### src/rtl/flash_pkg.sv
package flash_pkg;
    // ----------------------------------------------------------------
    // instruction codes (plain defaults)
    // ----------------------------------------------------------------
    localparam logic [7:0] OP_DDR_FAST = 8'h0d;
    localparam logic [7:0] OP_DDR_DUAL = 8'hbd;
    localparam logic [7:0] OP_DDR_QUAD = 8'hed;
    localparam logic [7:0] OP_QUAD_OUT = 8'h6b;
    localparam logic [7:0] OP_QIOR = 8'heb;
    localparam logic [7:0] OP_QUAD_PROG = 8'h32;
    localparam logic [7:0] OP_WREG = 8'h01;
    localparam logic [7:0] OP_PP = 8'h02;
    localparam logic [7:0] OP_SE = 8'hd8;
    // ----------------------------------------------------------------
    // configuration fields, widths and counts
    // ----------------------------------------------------------------
    localparam int CFG_LC_HI = 7;
    localparam int CFG_LC_LO = 6;
    localparam int CFG_QUAD = 1;
    localparam logic [2:0] W1 = 3'h1;
    localparam logic [2:0] W2 = 3'h2;
    localparam logic [2:0] W4 = 3'h4;
    localparam logic [3:0] BYTE_BITS = 4'h8;
    localparam logic [3:0] CMD_LAST = 4'h7;
    localparam logic [5:0] ADDR_BITS = 6'h18;
    localparam logic [5:0] MODE_BITS = 6'h08;
    localparam logic [3:0] PAT_CYCLES = 4'h4;
    localparam logic [3:0] MASK_W1 = 4'h2;
    localparam logic [3:0] MASK_W2 = 4'h3;
    localparam logic [3:0] MASK_W4 = 4'hf;

    // latency cycles per code; every entry is at least one
    function automatic logic [3:0] lat_cycles(input logic [1:0] lc,
                                              input logic ddr);
        case (lc)
            2'h0: lat_cycles = ddr ? 4'h6 : 4'h8;
            2'h1: lat_cycles = ddr ? 4'h5 : 4'h4;
            2'h2: lat_cycles = ddr ? 4'h7 : 4'h5;
            default: lat_cycles = ddr ? 4'h8 : 4'h6;
        endcase
    endfunction
endpackage

### src/rtl/flash_phase.sv
// Notes on behaviour
// - quad output drives all four lines
// - output phases last until select rises
// - ddr single read: address on line 0
// - ddr dual read: address on lines 0,1
// - ddr quad read: address on four lines
// - last address edge enters ddr latency
// - ddr latency at least one, from code
// - training pattern drives last four cycles
// - long latency: lines idle until last four
// - after latency, output matches the instruction
// - ddr single output only on line 1
// - ddr dual output on lines 0,1
// - ddr quad output four bits per edge
// - latency code sets cycles per read type
// - quad bit ignores hold, enables quad commands
// - ddr quad read rejected without quad mode
// - no command accepted during power-on reset
// - write-type commands need clocks multiple eight
// - hold ignored during ddr
`timescale 1ns/10ps
module flash_phase
    import flash_pkg::*;
(
    input wire logic mclk,                 // 50 MHz system clock
    input wire logic reset_n,              // async reset
    input wire logic sck,                  // serial clock pin
    input wire logic cs_n,                 // chip select pin
    input wire logic [3:0] data_line_in,   // data pins in
    output logic [3:0] data_line_out,      // data pins out
    output logic [3:0] data_line_oe,       // data pin enables
    input wire logic [7:0] configuration_register, // config bits
    input wire logic training_pattern_en,  // pattern option
    input wire logic [7:0] training_pattern, // pattern value
    input wire logic por_busy,             // power-on reset running
    input wire logic [7:0] rd_data,        // next read byte
    output logic rd_req,                   // pulse: byte wanted
    output logic [7:0] cmd_code,           // last instruction
    output logic [31:0] cmd_addr,          // address and mode
    output logic addr_done,                // pulse: address in
    output logic wr_exec,                  // pulse: write accepted
    output logic wr_ignored,               // pulse: bad clock count
    output logic ddr_active,               // ddr command running
    output logic hold_paused               // hold pause active
);
    import flash_pkg::*;

    typedef enum logic [2:0] {
        ST_IDLE, ST_CMD, ST_ADDR, ST_LAT, ST_DOUT, ST_WCNT, ST_WAIT
    } st_e;

    // ----------------------------------------------------------------
    // pin synchronisers and edge detect
    // ----------------------------------------------------------------
    logic sck_m, sck_s, sck_d, cs_m, cs_s;
    logic [3:0] io_m, io_s;

    always_ff @(posedge mclk or negedge reset_n) begin
        if (!reset_n) begin
            sck_m <= 1'b0;
            sck_s <= 1'b0;
            sck_d <= 1'b0;
            cs_m <= 1'b1;
            cs_s <= 1'b1;
            io_m <= 4'h0;
            io_s <= 4'h0;
        end else begin
            sck_m <= sck;
            sck_s <= sck_m;
            sck_d <= sck_s;
            cs_m <= cs_n;
            cs_s <= cs_m;
            io_m <= data_line_in;
            io_s <= io_m;
        end
    end

    st_e st_r;
    logic [7:0] op_r, sh_r, pat_r;
    logic [31:0] addr_r;
    logic [5:0] cnt_r, need_r;
    logic [3:0] lat_r, bits_r, odat_r;
    logic [2:0] win_r, wout_r, wcnt_r;
    logic ddr_r;

    wire quad = configuration_register[CFG_QUAD];
    wire [1:0] lcode = configuration_register[CFG_LC_HI:CFG_LC_LO];
    // hold shares line 3; quad mode and ddr commands ignore it
    wire pause = !quad && !io_s[3] && !ddr_r && st_r != ST_IDLE;
    wire rise = sck_s && !sck_d && !cs_s && !pause;
    wire fall = !sck_s && sck_d && !cs_s && !pause;
    // the fall right after the instruction carries no address bit
    wire in_edge = rise || (ddr_r && fall && cnt_r != 6'h00);
    wire out_edge = fall || (ddr_r && rise);

    // ----------------------------------------------------------------
    // instruction decode
    // ----------------------------------------------------------------
    // fields: ok, write, ddr, input width, output width, mode bits
    function automatic logic [9:0] decode(input logic [7:0] op,
                                          input logic q);
        case (op)
            OP_DDR_FAST: decode = {3'b101, W1, W1, 1'b1};
            OP_DDR_DUAL: decode = {3'b101, W2, W2, 1'b1};
            OP_DDR_QUAD: decode = {q, 2'b01, W4, W4, 1'b1};
            OP_QUAD_OUT: decode = {q, 2'b00, W1, W4, 1'b0};
            OP_QIOR: decode = {q, 2'b00, W4, W4, 1'b1};
            OP_QUAD_PROG: decode = {q, q, 1'b0, W4, W4, 1'b0};
            OP_WREG, OP_PP, OP_SE: decode = {3'b110, W1, W1, 1'b0};
            default: decode = 10'h000;
        endcase
    endfunction

    // shift width-many input bits into the low end
    function automatic logic [31:0] shin(input logic [31:0] a,
                                         input logic [3:0] io,
                                         input logic [2:0] w);
        case (w)
            W2: shin = {a[29:0], io[1:0]};
            W4: shin = {a[27:0], io};
            default: shin = {a[30:0], io[0]};
        endcase
    endfunction

    // top width-many bits of a byte onto the lines
    function automatic logic [3:0] place(input logic [7:0] b,
                                         input logic [2:0] w);
        case (w)
            W2: place = {2'b00, b[7:6]};
            W4: place = b[7:4];
            default: place = {2'b00, b[7], 1'b0};
        endcase
    endfunction

    wire [7:0] cmd_byte = {op_r[6:0], io_s[0]};
    wire [9:0] dec = decode(cmd_byte, quad);
    wire cmd_fin = st_r == ST_CMD && rise && cnt_r[3:0] == CMD_LAST;
    wire [5:0] cnt_inc = cnt_r + {3'b000, win_r};
    wire addr_fin = st_r == ST_ADDR && in_edge && cnt_inc == need_r;
    wire lat_fin = st_r == ST_LAT && fall && lat_r == 4'h1;
    wire out_step = lat_fin || (st_r == ST_DOUT && out_edge);
    wire [7:0] src = bits_r == 4'h0 ? rd_data : sh_r;
    wire [3:0] bits_left = (bits_r == 4'h0 ? BYTE_BITS : bits_r)
        - {1'b0, wout_r};
    wire pat_on = training_pattern_en && lat_r <= PAT_CYCLES;
    wire [3:0] omask = wout_r == W4 ? MASK_W4 :
        (wout_r == W2 ? MASK_W2 : MASK_W1);

    // ----------------------------------------------------------------
    // phase sequencer
    // ----------------------------------------------------------------
    always_ff @(posedge mclk or negedge reset_n) begin
        if (!reset_n) begin
            st_r <= ST_IDLE;
        end else if (cs_s) begin
            st_r <= ST_IDLE;
        end else begin
            case (st_r)
                ST_IDLE: st_r <= por_busy ? ST_WAIT : ST_CMD;
                ST_CMD: if (cmd_fin) begin
                    st_r <= !dec[9] ? ST_WAIT :
                        (dec[8] ? ST_WCNT : ST_ADDR);
                end
                ST_ADDR: if (addr_fin) st_r <= ST_LAT;
                ST_LAT: if (lat_fin) st_r <= ST_DOUT;
                ST_DOUT: st_r <= ST_DOUT;
                ST_WCNT: st_r <= ST_WCNT;
                ST_WAIT: st_r <= ST_WAIT;
                default: st_r <= ST_IDLE;
            endcase
        end
    end

    always_ff @(posedge mclk or negedge reset_n) begin
        if (!reset_n) begin
            op_r <= 8'h00;
            cnt_r <= 6'h00;
            need_r <= ADDR_BITS;
            ddr_r <= 1'b0;
            win_r <= W1;
            wout_r <= W1;
            addr_r <= 32'h0;
        end else if (st_r == ST_IDLE) begin
            cnt_r <= 6'h00;
            ddr_r <= 1'b0;
        end else if (st_r == ST_CMD && rise) begin
            op_r <= cmd_byte;
            cnt_r <= cmd_fin ? 6'h00 : cnt_r + 6'h01;
            if (cmd_fin) begin
                ddr_r <= dec[7];
                win_r <= dec[6:4];
                wout_r <= dec[3:1];
                need_r <= ADDR_BITS + (dec[0] ? MODE_BITS : 6'h00);
            end
        end else if (st_r == ST_ADDR && in_edge) begin
            addr_r <= shin(addr_r, io_s, win_r);
            cnt_r <= cnt_inc;
        end
    end

    // latency, pattern and output shifting
    always_ff @(posedge mclk or negedge reset_n) begin
        if (!reset_n) begin
            lat_r <= 4'h0;
            pat_r <= 8'h00;
            sh_r <= 8'h00;
            bits_r <= 4'h0;
            odat_r <= 4'h0;
        end else if (addr_fin) begin
            lat_r <= lat_cycles(lcode, ddr_r);
            pat_r <= training_pattern;
            bits_r <= 4'h0;
        end else begin
            if (st_r == ST_LAT && fall && lat_r != 4'h1) begin
                lat_r <= lat_r - 4'h1;
            end
            if (st_r == ST_LAT && pat_on && (rise || fall)) begin
                pat_r <= {pat_r[6:0], pat_r[7]};
            end
            if (out_step) begin
                odat_r <= place(src, wout_r);
                sh_r <= src << wout_r;
                bits_r <= bits_left;
            end
        end
    end

    // ----------------------------------------------------------------
    // pin drive; one mclk behind the phase so lines never glitch
    // ----------------------------------------------------------------
    logic [3:0] oe_nxt, out_nxt;
    assign oe_nxt = st_r == ST_DOUT ? omask :
        (st_r == ST_LAT && pat_on ? MASK_W4 : 4'h0);
    assign out_nxt = st_r == ST_LAT ? {4{pat_r[7]}} : odat_r;

    always_ff @(posedge mclk or negedge reset_n) begin
        if (!reset_n) begin
            data_line_oe <= 4'h0;
            data_line_out <= 4'h0;
        end else begin
            data_line_oe <= cs_s ? 4'h0 : oe_nxt;
            data_line_out <= out_nxt;
        end
    end

    // ----------------------------------------------------------------
    // write-type clock count and strobes
    // ----------------------------------------------------------------
    always_ff @(posedge mclk or negedge reset_n) begin
        if (!reset_n) begin
            wcnt_r <= 3'h0;
            wr_exec <= 1'b0;
            wr_ignored <= 1'b0;
            rd_req <= 1'b0;
            addr_done <= 1'b0;
        end else begin
            if (st_r != ST_WCNT) wcnt_r <= 3'h0;
            else if (rise) wcnt_r <= wcnt_r + 3'h1;
            // dropped with a wr_ignored pulse: no status is kept for a bad count
            wr_exec <= st_r == ST_WCNT && cs_s && wcnt_r == 3'h0;
            wr_ignored <= st_r == ST_WCNT && cs_s && wcnt_r != 3'h0;
            addr_done <= addr_fin;
            rd_req <= addr_fin || (out_step && bits_left == 4'h0);
        end
    end

    assign cmd_code = op_r;
    assign cmd_addr = addr_r;
    assign ddr_active = ddr_r;
    assign hold_paused = pause;

    // ----------------------------------------------------------------
    // checks
    // ----------------------------------------------------------------
    a_quad_all_lines: assert property (@(posedge mclk) disable iff
        (!reset_n) $past(st_r) == ST_DOUT && !$past(cs_s)
        && $past(wout_r) == W4 |-> data_line_oe == MASK_W4)
        else $error("quad output not on all lines");
    a_select_ends: assert property (@(posedge mclk) disable iff
        (!reset_n) cs_s |=> st_r == ST_IDLE ##1 data_line_oe == 4'h0)
        else $error("select high did not end command");
    a_single_line: assert property (@(posedge mclk) disable iff
        (!reset_n) st_r == ST_DOUT && !cs_s && wout_r == W1
        |=> data_line_oe == MASK_W1) else $error("single out lines");
    a_dual_lines: assert property (@(posedge mclk) disable iff
        (!reset_n) st_r == ST_DOUT && !cs_s && wout_r == W2
        |=> data_line_oe == MASK_W2) else $error("dual out lines");
    a_lat_quiet: assert property (@(posedge mclk) disable iff
        (!reset_n) st_r == ST_LAT && lat_r > PAT_CYCLES
        |=> data_line_oe == 4'h0) else $error("drive in early latency");
    a_ddr_lat_entry: assert property (@(posedge mclk) disable iff
        (!reset_n) addr_fin && !cs_s |=> st_r == ST_LAT && lat_r != 4'h0
        && addr_done) else $error("latency not entered");
    a_quad_reject: assert property (@(posedge mclk) disable iff
        (!reset_n) cmd_fin && !cs_s && cmd_byte == OP_DDR_QUAD && !quad
        |=> st_r == ST_WAIT) else $error("ddr quad taken without quad");
    a_por_block: assert property (@(posedge mclk) disable iff
        (!reset_n) st_r == ST_IDLE && !cs_s && por_busy
        |=> st_r == ST_WAIT [*2]) else $error("command taken in por");
    a_write_count: assert property (@(posedge mclk) disable iff
        (!reset_n) wr_exec |-> $past(wcnt_r) == 3'h0
        && $past(st_r) == ST_WCNT && !wr_ignored)
        else $error("write run with bad clock count");
endmodule // flash_phase

### config.mk
export PLATFORM = sky130hd
export DESIGN_NAME = flash_phase
export DESIGN_NICKNAME = d
export VERILOG_FILES = /design/src/rtl/flash_pkg.sv /design/src/rtl/flash_phase.sv
export SDC_FILE = /design/constraint.sdc
export NUM_CORES = 1
export LEC_CHECK = 0
export BUFFER_PORTS_ARGS = -buffer_cell sky130_fd_sc_hd__buf_2
export CORE_ASPECT_RATIO = 0.75
export CORE_UTILIZATION = 45
export CTS_BUF_LIST = sky130_fd_sc_hd__clkbuf_8
export CTS_CLUSTER_DIAMETER = 150
export DETAILED_ROUTE_END_ITERATION = 12
export GPL_TIMING_DRIVEN = 0
export PLACE_DENSITY = 0.65
export SLEW_MARGIN = 0
export SYNTH_ARGS = -nofsm -noshare
export SYNTH_HDL_FRONTEND = slang
export SYNTH_SLANG_ARGS = --single-unit
export TNS_END_PERCENT = 5
### constraint.sdc
create_clock -name mclk -period 5.4 [get_ports mclk]
set_clock_uncertainty 0.2 [all_clocks]
set_input_delay 0.27 -clock mclk [delete_from_list [all_inputs] [get_ports mclk]]
set_output_delay 0.27 -clock mclk [all_outputs]
set_load 0.01 [all_outputs]
==> out/qor_table.md, run 1 <==
| Parameter | Reported |
|---|---|
| Run status | finished, final reports clean |
| Number of distinct library cell variants in the gate-level netlist after synthesis | 66 |
| Number of clock sinks | 112 |
| Maximum clock frequency | 298 MHz |
| H-tree lvl count | 3 |
| Via density | 5.74 |
| Met3 track demand over resource in global routing | 0.0452 |
| Met1 GRT Util | 0.331 |
| Critical path endpoint category | register |
| Buffer levels on the longest clock path | 2 |
| Clock transition at the register clock pins on the worst setup and hold paths after CTS | 0.11 ns |
| Summed instance area of the synthesized netlist | 6090 um2 |
| Cell breakdown of the critical path | ha_1, fa_1, nand3_1, a32oi_1, or4_4, and2_4, nor4_4, mux2_4 |
| Total CTS buffers | 9 |
| DRT Wirelength | 15,100 um |
| Antenna violations before repair | 0 |
| Layout cells sized above 1 | 0.174 |
| Wire length of the first global-routing pass | 24,700 um |
| Area enclosed by the die boundary | 14,000 um2 |
| Cell Rows | 36 |
| I/O pins | 88 |
| Remaining design rule violation count | 0 |
| Sum of buffers and inverters on the critical path | 0 |
| Grt total ovfl | 0 |
| Share of the synthesized area in the top cell type | 0.440 |
| Largest fanout on the critical path | 8 |
| Final hold viol count | 0 |
| Kind of critical path | register to register |
| Type of the worst min-delay path | primary input to register |
| Dominant cell by count in the synthesized netlist | sky130_fd_sc_hd__dfrtp_1 |
| RePlAce Congestion | 0.887 |
| Synthesized instance count | 646 |
| Number of nets in the finished design | 807 |
| Pre-Repair DR Iteration Count | 5 |
| DR WL/cell | 16.2 um |
| # setup viols final | 0 |
| Count of port buffers added during placement | 82 |
| Post-CTS setup-driven buffer insertion count | 0 |
| Slowest stage delay, CP | 0.62 ns |
| Busiest grt layer | met2 |
| Unrepaired setup endpoints after global routing | no |
| Fill cell count | 1,185 |
| GRT Overall Usage | 0.225 |
| Maximum number of pins on one net before global-route repair | 76 |
| Placeable core area | 13,100 um2 |
| Commonest register cell after synthesis | sky130_fd_sc_hd__dfrtp_1 |
| Floorplan die width | 136 um |
| Synth Warn # | 0 |
| Antenna violation net count after detailed routing | 0 |
| Number of nets in the synthesized netlist | 698 |
| Antenna diode instance count | 0 |
| Count of maximum capacitance violations | 0 |
| Final worst path period need | 3.36 ns |
| Drt first-iter violations | 524 |
| Post-synthesis to final-layout area growth | 16.8% |
| Vias post-DR | 5,343 |
| Library cell with the largest summed area after synthesis | sky130_fd_sc_hd__dfrtp_1 |
| Core occupancy in the finished layout | 0.543 |
| Leakage power summed over all cells | 3.39 nW |
| Sum Neg Setup Slack | 0 ns |
| Via count of the first global-routing pass | 4,888 |
| Critical-path cell with the highest stage delay | sky130_fd_sc_hd__nor4_4 |
| Power Density | 301 nW/um2 |
| Post-synthesis area per instance | 9.43 um2 |
| CP arrival | 3.44 ns |
| EDFF count, synth | 0 |
| Clock root buffer master | sky130_fd_sc_hd__clkbuf_8 |
| Normalized max-slew margin | 0.382 |
| Async set-or-reset flop fraction in the synthesized netlist | 1.00 |
| Flop and latch count out of synthesis | 112 |
| Largest cells by area after synthesis | sky130_fd_sc_hd__dfrtp_1 (44%), sky130_fd_sc_hd__nand2_1 (6.2%), sky130_fd_sc_hd__a22o_1 (5.5%) |
| Cell types with the highest counts after synthesis | sky130_fd_sc_hd__dfrtp_1 (107), sky130_fd_sc_hd__nand2_1 (101), sky130_fd_sc_hd__a21oi_1 (56) |
| Maximum resistive drop on vdd | 0.215 mV |
| Fraction of the yosys area taken by sequential cells | 0.461 |
| Placed wire-length estimate | 10,900 um |
| Startpoint types | register |
| Initial cell density of the core | 0.465 |
| Clock tree from TritonCTS | built |
| Latest clock arrival within the worst-skew pair | 0.38 ns |
| Max-slew violation total from the final report | 0 |
| Met2 Resource Use GR | 0.340 |
| Crit-path leading delay family | simple AND/OR/NAND/NOR gates |
| Tcrit/Tclk final | 0.621 |
| Required time of the worst setup path | 5.48 ns |
| Height of the chip | 103 um |
| Worst Max-Slew Pin Slew | 0.919 ns |
| Post_cts resized | 0 |
## cells in the final DEF (no fill, tap or decap), drive strengths merged, types with 12 or more instances in the layout
master,instances
buf,92
mux2i,28
a21oi,56
clkbuf,44
nor3,14
ha,16
dlygate4sd3,15
o21ai,46
nand2,101
a21o,12
a22o,38
dfrtp,107
inv,20
nor2,37
## layout make-up
type | count | area [um2] | share of cell area
clock buffers | 11 | 151 | 0.0213
plain buffers | 42 | 181 | 0.0255
well taps | 171 | 214 | 0.0301
clock inverters | 5 | 63.8 | 0.00897
repair buffers | 98 | 594 | 0.0835
flip-flops and latches | 112 | 2810 | 0.395
multi-input cells | 471 | 3020 | 0.425
inverters | 21 | 78.8 | 0.0111
## power by group
group	leakage (nW)	switching (W)	internal, W
registers	1.49	0.0000635	0.000928
logic	1.78	0.000360	0.000249
clock network	0.111	0.000298	0.000244
total	3.39	0.000722	0.00142
## logic make-up (layout without fill, tap and decap cells)
kind of cell               count (synthesis)  after routing  synth area share
xor gates and xnor gates                  12             12            0.0173
AOI/OAI and AO/OA                        190            190             0.205
muxes                                     37             37            0.0633
and+or+nand+nor                          214            214             0.171
adders and majority gates                 18             18            0.0394
DFF                                      112            112             0.461
buffers and inverters                     63            177            0.0427
## final timing paths
| kind | from | cells after the start | slack [ns] | to |
|---|---|---|---|---|
| worst max-delay path | cnt_r[0]$_DFFE_PN0P_ | 8 | 2.04 | pat_r[7]$_DFFE_PN0P_ |
| worst min-delay path | por_busy | 5 | 0.11 | st_r[1]$_DFFE_PN0P_ |
| worst max register to register | cnt_r[0]$_DFFE_PN0P_ | 8 | 2.04 | pat_r[7]$_DFFE_PN0P_ |
| worst min register to register | io_m[0]$_DFF_PN0_ | 0 | 0.16 | io_s[0]$_DFF_PN0_ |
| max in group asynchronous | reset_n | 3 | 4.13 | cs_s$_DFF_PN1_ |
| min in group asynchronous | reset_n | 2 | 0.14 | sh_r[0]$_DFFE_PN0P_ |
## what timing repair did
action	in CTS	in global routing
endpoints found under the setup margin	0	0
hold endpoints to repair	59	0
hold buffers	15	0
## per-stage QoR
| stage | cells | hold slack [ns] | setup slack, ns | total power [W] | area (um2) |
|---|---|---|---|---|---|
| final | 931 | 0.113 | 2.04 | 0.00214 | 7110 |
| after global routing | 931 | 0.136 | 1.89 | 0.00227 | 7110 |
| after CTS | 931 | 0.0958 | 2.04 | 0.00215 | 7110 |
| after detailed placement | 900 | 0.00303 | 2.05 | 0.00160 | 6750 |
| after global placement | 899 | 0.133 | 2.09 | 0.00158 | 6720 |
| after floorplan | 646 | -0.226 | 2.39 | 0.00142 | 6090 |
## state kept, by name, summed over array words and instances, names as in the netlist, 2 cells and up
signal and count:
sh_r 8, data_line_out 4, wout_r 2, need_r 2, io_m 4, cnt_r 6, win_r 3, lat_r 4
odat_r 4, cmd_code 8, io_s 4, wcnt_r 3, cmd_addr 32, st_r 3, pat_r 8, bits_r 4
data_line_oe 3
## metal layers
| metal | vias to the layer above | part of all wire |
|---|---|---|
| met3 | 16 | 0.058 |
| li1 | 2522 | - |
| met2 | 177 | 0.45 |
| met4 | 0 | 0.011 |
| met1 | 2628 | 0.48 |
| met5 | - | 0 |
## worst min-delay path, delay by kind of cell
| family | cells | cell delay (ns) |
|---|---|---|
| simple gates | 2 | 0.17 |
| compound gates | 2 | 0.12 |
| buf+inv | 1 | 0.10 |
(Power assumes the default switching activity.)
==> inputs of run 2 (changes only) <==
==> constraint.sdc (replaced) <==
create_clock -name mclk -period 3.3 [get_ports mclk]
set_clock_uncertainty 0.2 [all_clocks]
set_input_delay 0.165 -clock mclk [delete_from_list [all_inputs] [get_ports mclk]]
set_output_delay 0.165 -clock mclk [all_outputs]
set_load 0.01 [all_outputs]
==> run 2 against run 1 <==
Worst hold slack worse by 0.091 ns. Clock-buffer cell count unchanged. Wire length up 0.43%. Die area unchanged. Sequential power up 64%. Power up 64%. Critical path type unchanged.
==> out/qor_table.md, run 2 (same netlist as run 1, synthesis figures left out) <==
| Parameter | Reported | Delta |
|---|---|---|
| DRT Wirelength | 15,100 um | +0.43% |
| Maximum resistive drop on vdd | 0.353 mV | +64% |
| RePlAce Congestion | 0.887 | unchanged |
| Number of clock sinks | 112 | unchanged |
| Buffer levels on the longest clock path | 2 | unchanged |
| DR WL/cell | 16.2 um | +0.11% |
| Clock root buffer master | sky130_fd_sc_hd__clkbuf_8 |  |
| Pre-Repair DR Iteration Count | 6 | +1 |
| Count of cells along the worst hold path | 4 | -1 |
| Met1 GRT Util | 0.332 | +0.000631 |
| Critical path endpoint category | register |  |
| I/O pins | 88 | unchanged |
| Placeable core area | 13,100 um2 | unchanged |
| Kind of critical path | register to register |  |
| Maximum clock frequency | 313 MHz | +5.1% |
| FF-to-FF path depth | 9 | +1 |
| Final standard cell area without fillers | 7180 um2 | +0.88% |
| Power Density | 490 nW/um2 | +63% |
| Most common library cell in the layout ignoring fill and taps | sky130_fd_sc_hd__dfrtp_1 |  |
| Final worst path period need | 3.19 ns | -0.161 ns |
| # setup viols final | 0 | unchanged |
| Startpoint types | register |  |
| Fill cell count | 1,177 | -0.68% |
| Via density | 5.71 | -0.55% |
| Normalized max-slew margin | 0.448 | +0.0657 |
| Area enclosed by the die boundary | 14,000 um2 | unchanged |
| Hold Worst Slack | 0.0214 ns | -0.0913 ns |
| Sum Neg Setup Slack | 0 ns | unchanged |
| Max-slew violation total from the final report | 0 | unchanged |
| Tcrit/Tclk final | 0.968 | +0.346 |
| Met3 track demand over resource in global routing | 0.0442 | -0.000983 |
| Clock tree from TritonCTS | built |  |
| Type of the worst min-delay path | primary input to register |  |
| Antenna diode instance count | 0 | unchanged |
| Count of maximum capacitance violations | 0 | unchanged |
| Required time of the worst setup path | 3.40 ns | -2.08 ns |
| Clock transition at the register clock pins on the worst setup and hold paths after CTS | 0.10 ns | about the same |
| Launch point of the worst hold path | rd_data[0] |  |
| H-tree lvl count | 3 | unchanged |
| Worst Max-Slew Pin Slew | 0.820 ns | -0.0984 ns |
| Antenna violations before repair | 0 | unchanged |
| Grt total ovfl | 0 | unchanged |
| Wire length of the first global-routing pass | 24,700 um | +0.14% |
| Max FFs per register | 32 | unchanged |
| Met2 Resource Use GR | 0.340 | +0.000781 |
| Layout cells sized above 1 | 0.177 | +0.00325 |
| Final hold viol count | 0 | unchanged |
| Antenna violation net count after detailed routing | 0 | unchanged |
| Post-synthesis to final-layout area growth | 17.8% |  |
| Count of port buffers added during placement | 82 | unchanged |
| Remaining design rule violation count | 0 | unchanged |
| Highest-count cells in the layout ignoring fill and taps | sky130_fd_sc_hd__dfrtp_1 (107), sky130_fd_sc_hd__nand2_1 (101), sky130_fd_sc_hd__buf_2 (86) |  |
| Reg2reg start | cnt_r[0]$_DFFE_PN0P_ |  |
| Via count of the first global-routing pass | 4,891 | +0.061% |
| CP arrival | 3.30 ns | -0.14 ns |
| Number of nets in the finished design | 810 | +0.37% |
| Maximum number of pins on one net before global-route repair | 76 | unchanged |
| Height of the chip | 103 um | unchanged |
| Placed Area | 6750 um2 | unchanged |
| Placed wire-length estimate | 10,900 um | unchanged |
| GRT Overall Usage | 0.225 | about the same |
| Launching instance or port of the critical path | cnt_r[0]$_DFFE_PN0P_ |  |
| Initial cell density of the core | 0.465 | unchanged |
| Largest fanout on the critical path | 6 | -2 |
| Leakage power summed over all cells | 3.41 nW | +0.57% |
| Total CTS buffers | 9 | unchanged |
| Cell Rows | 36 | unchanged |
| Floorplan die width | 136 um | unchanged |
| Drt first-iter violations | 516 | -1.5% |
| Latest clock arrival within the worst-skew pair | 0.38 ns | about the same |
| Run status | finished, final reports clean |  |
| Busiest grt layer | met2 |  |
| Vias post-DR | 5,331 | -0.22% |
[run 2: cell types whose count changed in the layout (fill, tap and decap cells not counted), sizes merged]
cell / previous run / this run
dlygate4sd3: 15 / 16
buf: 92 / 94
[run 2: worst max-delay path: stages (launching register included)]
cell and delay [ns]:
sky130_fd_sc_hd__dfrtp_1 0.47, sky130_fd_sc_hd__ha_1 0.29, sky130_fd_sc_hd__fa_1 0.43, sky130_fd_sc_hd__a21o_2 0.23
sky130_fd_sc_hd__a32oi_1 0.30, sky130_fd_sc_hd__o211ai_1 0.23, sky130_fd_sc_hd__and2_4 0.20, sky130_fd_sc_hd__nor4_4 0.36
sky130_fd_sc_hd__buf_4 0.21, sky130_fd_sc_hd__mux2i_1 0.19
[run 2: layout make-up]
class | instances | area [um2] | area share
inverter | 21 | 78.8 | 0.0110
clock buffer | 11 | 151 | 0.0211
sequential | 112 | 2810 | 0.391
clock inverter | 5 | 63.8 | 0.00889
buffer | 42 | 185 | 0.0258
multi-input combinational | 471 | 3060 | 0.426
timing repair buffer | 101 | 619 | 0.0863
tap | 171 | 214 | 0.0298
[run 2: path summary, 6_finish.rpt]
| check | end | slack, ns |
|---|---|---|
| setup / recovery | lat_r[2]$_DFFE_PN0P_ | 0.11 |
| hold / removal | sh_r[0]$_DFFE_PN0P_ | 0.02 |
| setup reg to reg | lat_r[2]$_DFFE_PN0P_ | 0.11 |
| hold reg to reg | io_s[0]$_DFF_PN0_ | 0.16 |
| max in group asynchronous | cs_s$_DFF_PN1_ | 2.12 |
| min in group asynchronous | sh_r[0]$_DFFE_PN0P_ | 0.05 |
[run 2: power by group]
group          switching (W)  total, W  internal [W]
Combinational       0.000596   0.00101      0.000414
Clock               0.000480  0.000879      0.000400
Sequential          0.000107   0.00163       0.00152
Total                0.00118   0.00351       0.00233
[run 2: per-layer routing]
layer	wire length, um	part of all wire
met1	7230	0.48
met5	0	0
met2	6790	0.45
met4	161	0.011
met3	961	0.063
[run 2: timing repair]
item,in CTS,in global routing
hold buffers,16,0
buffers inserted,0,2
hold endpoints to repair,122,0
resized for setup,0,5
setup endpoints to repair,1,17
pin swaps,1,1
[run 2: through the flow]
step                      total power [W]  setup WS (ns)  instances   util
final                             0.00351          0.106        934  0.548
after global routing              0.00372       -0.00107        934  0.548
after CTS                         0.00352         0.0205        932  0.544
after detailed placement          0.00262        -0.0526        900  0.515
after global placement            0.00258        -0.0136        899  0.512
after floorplan                   0.00233          0.289        646      -
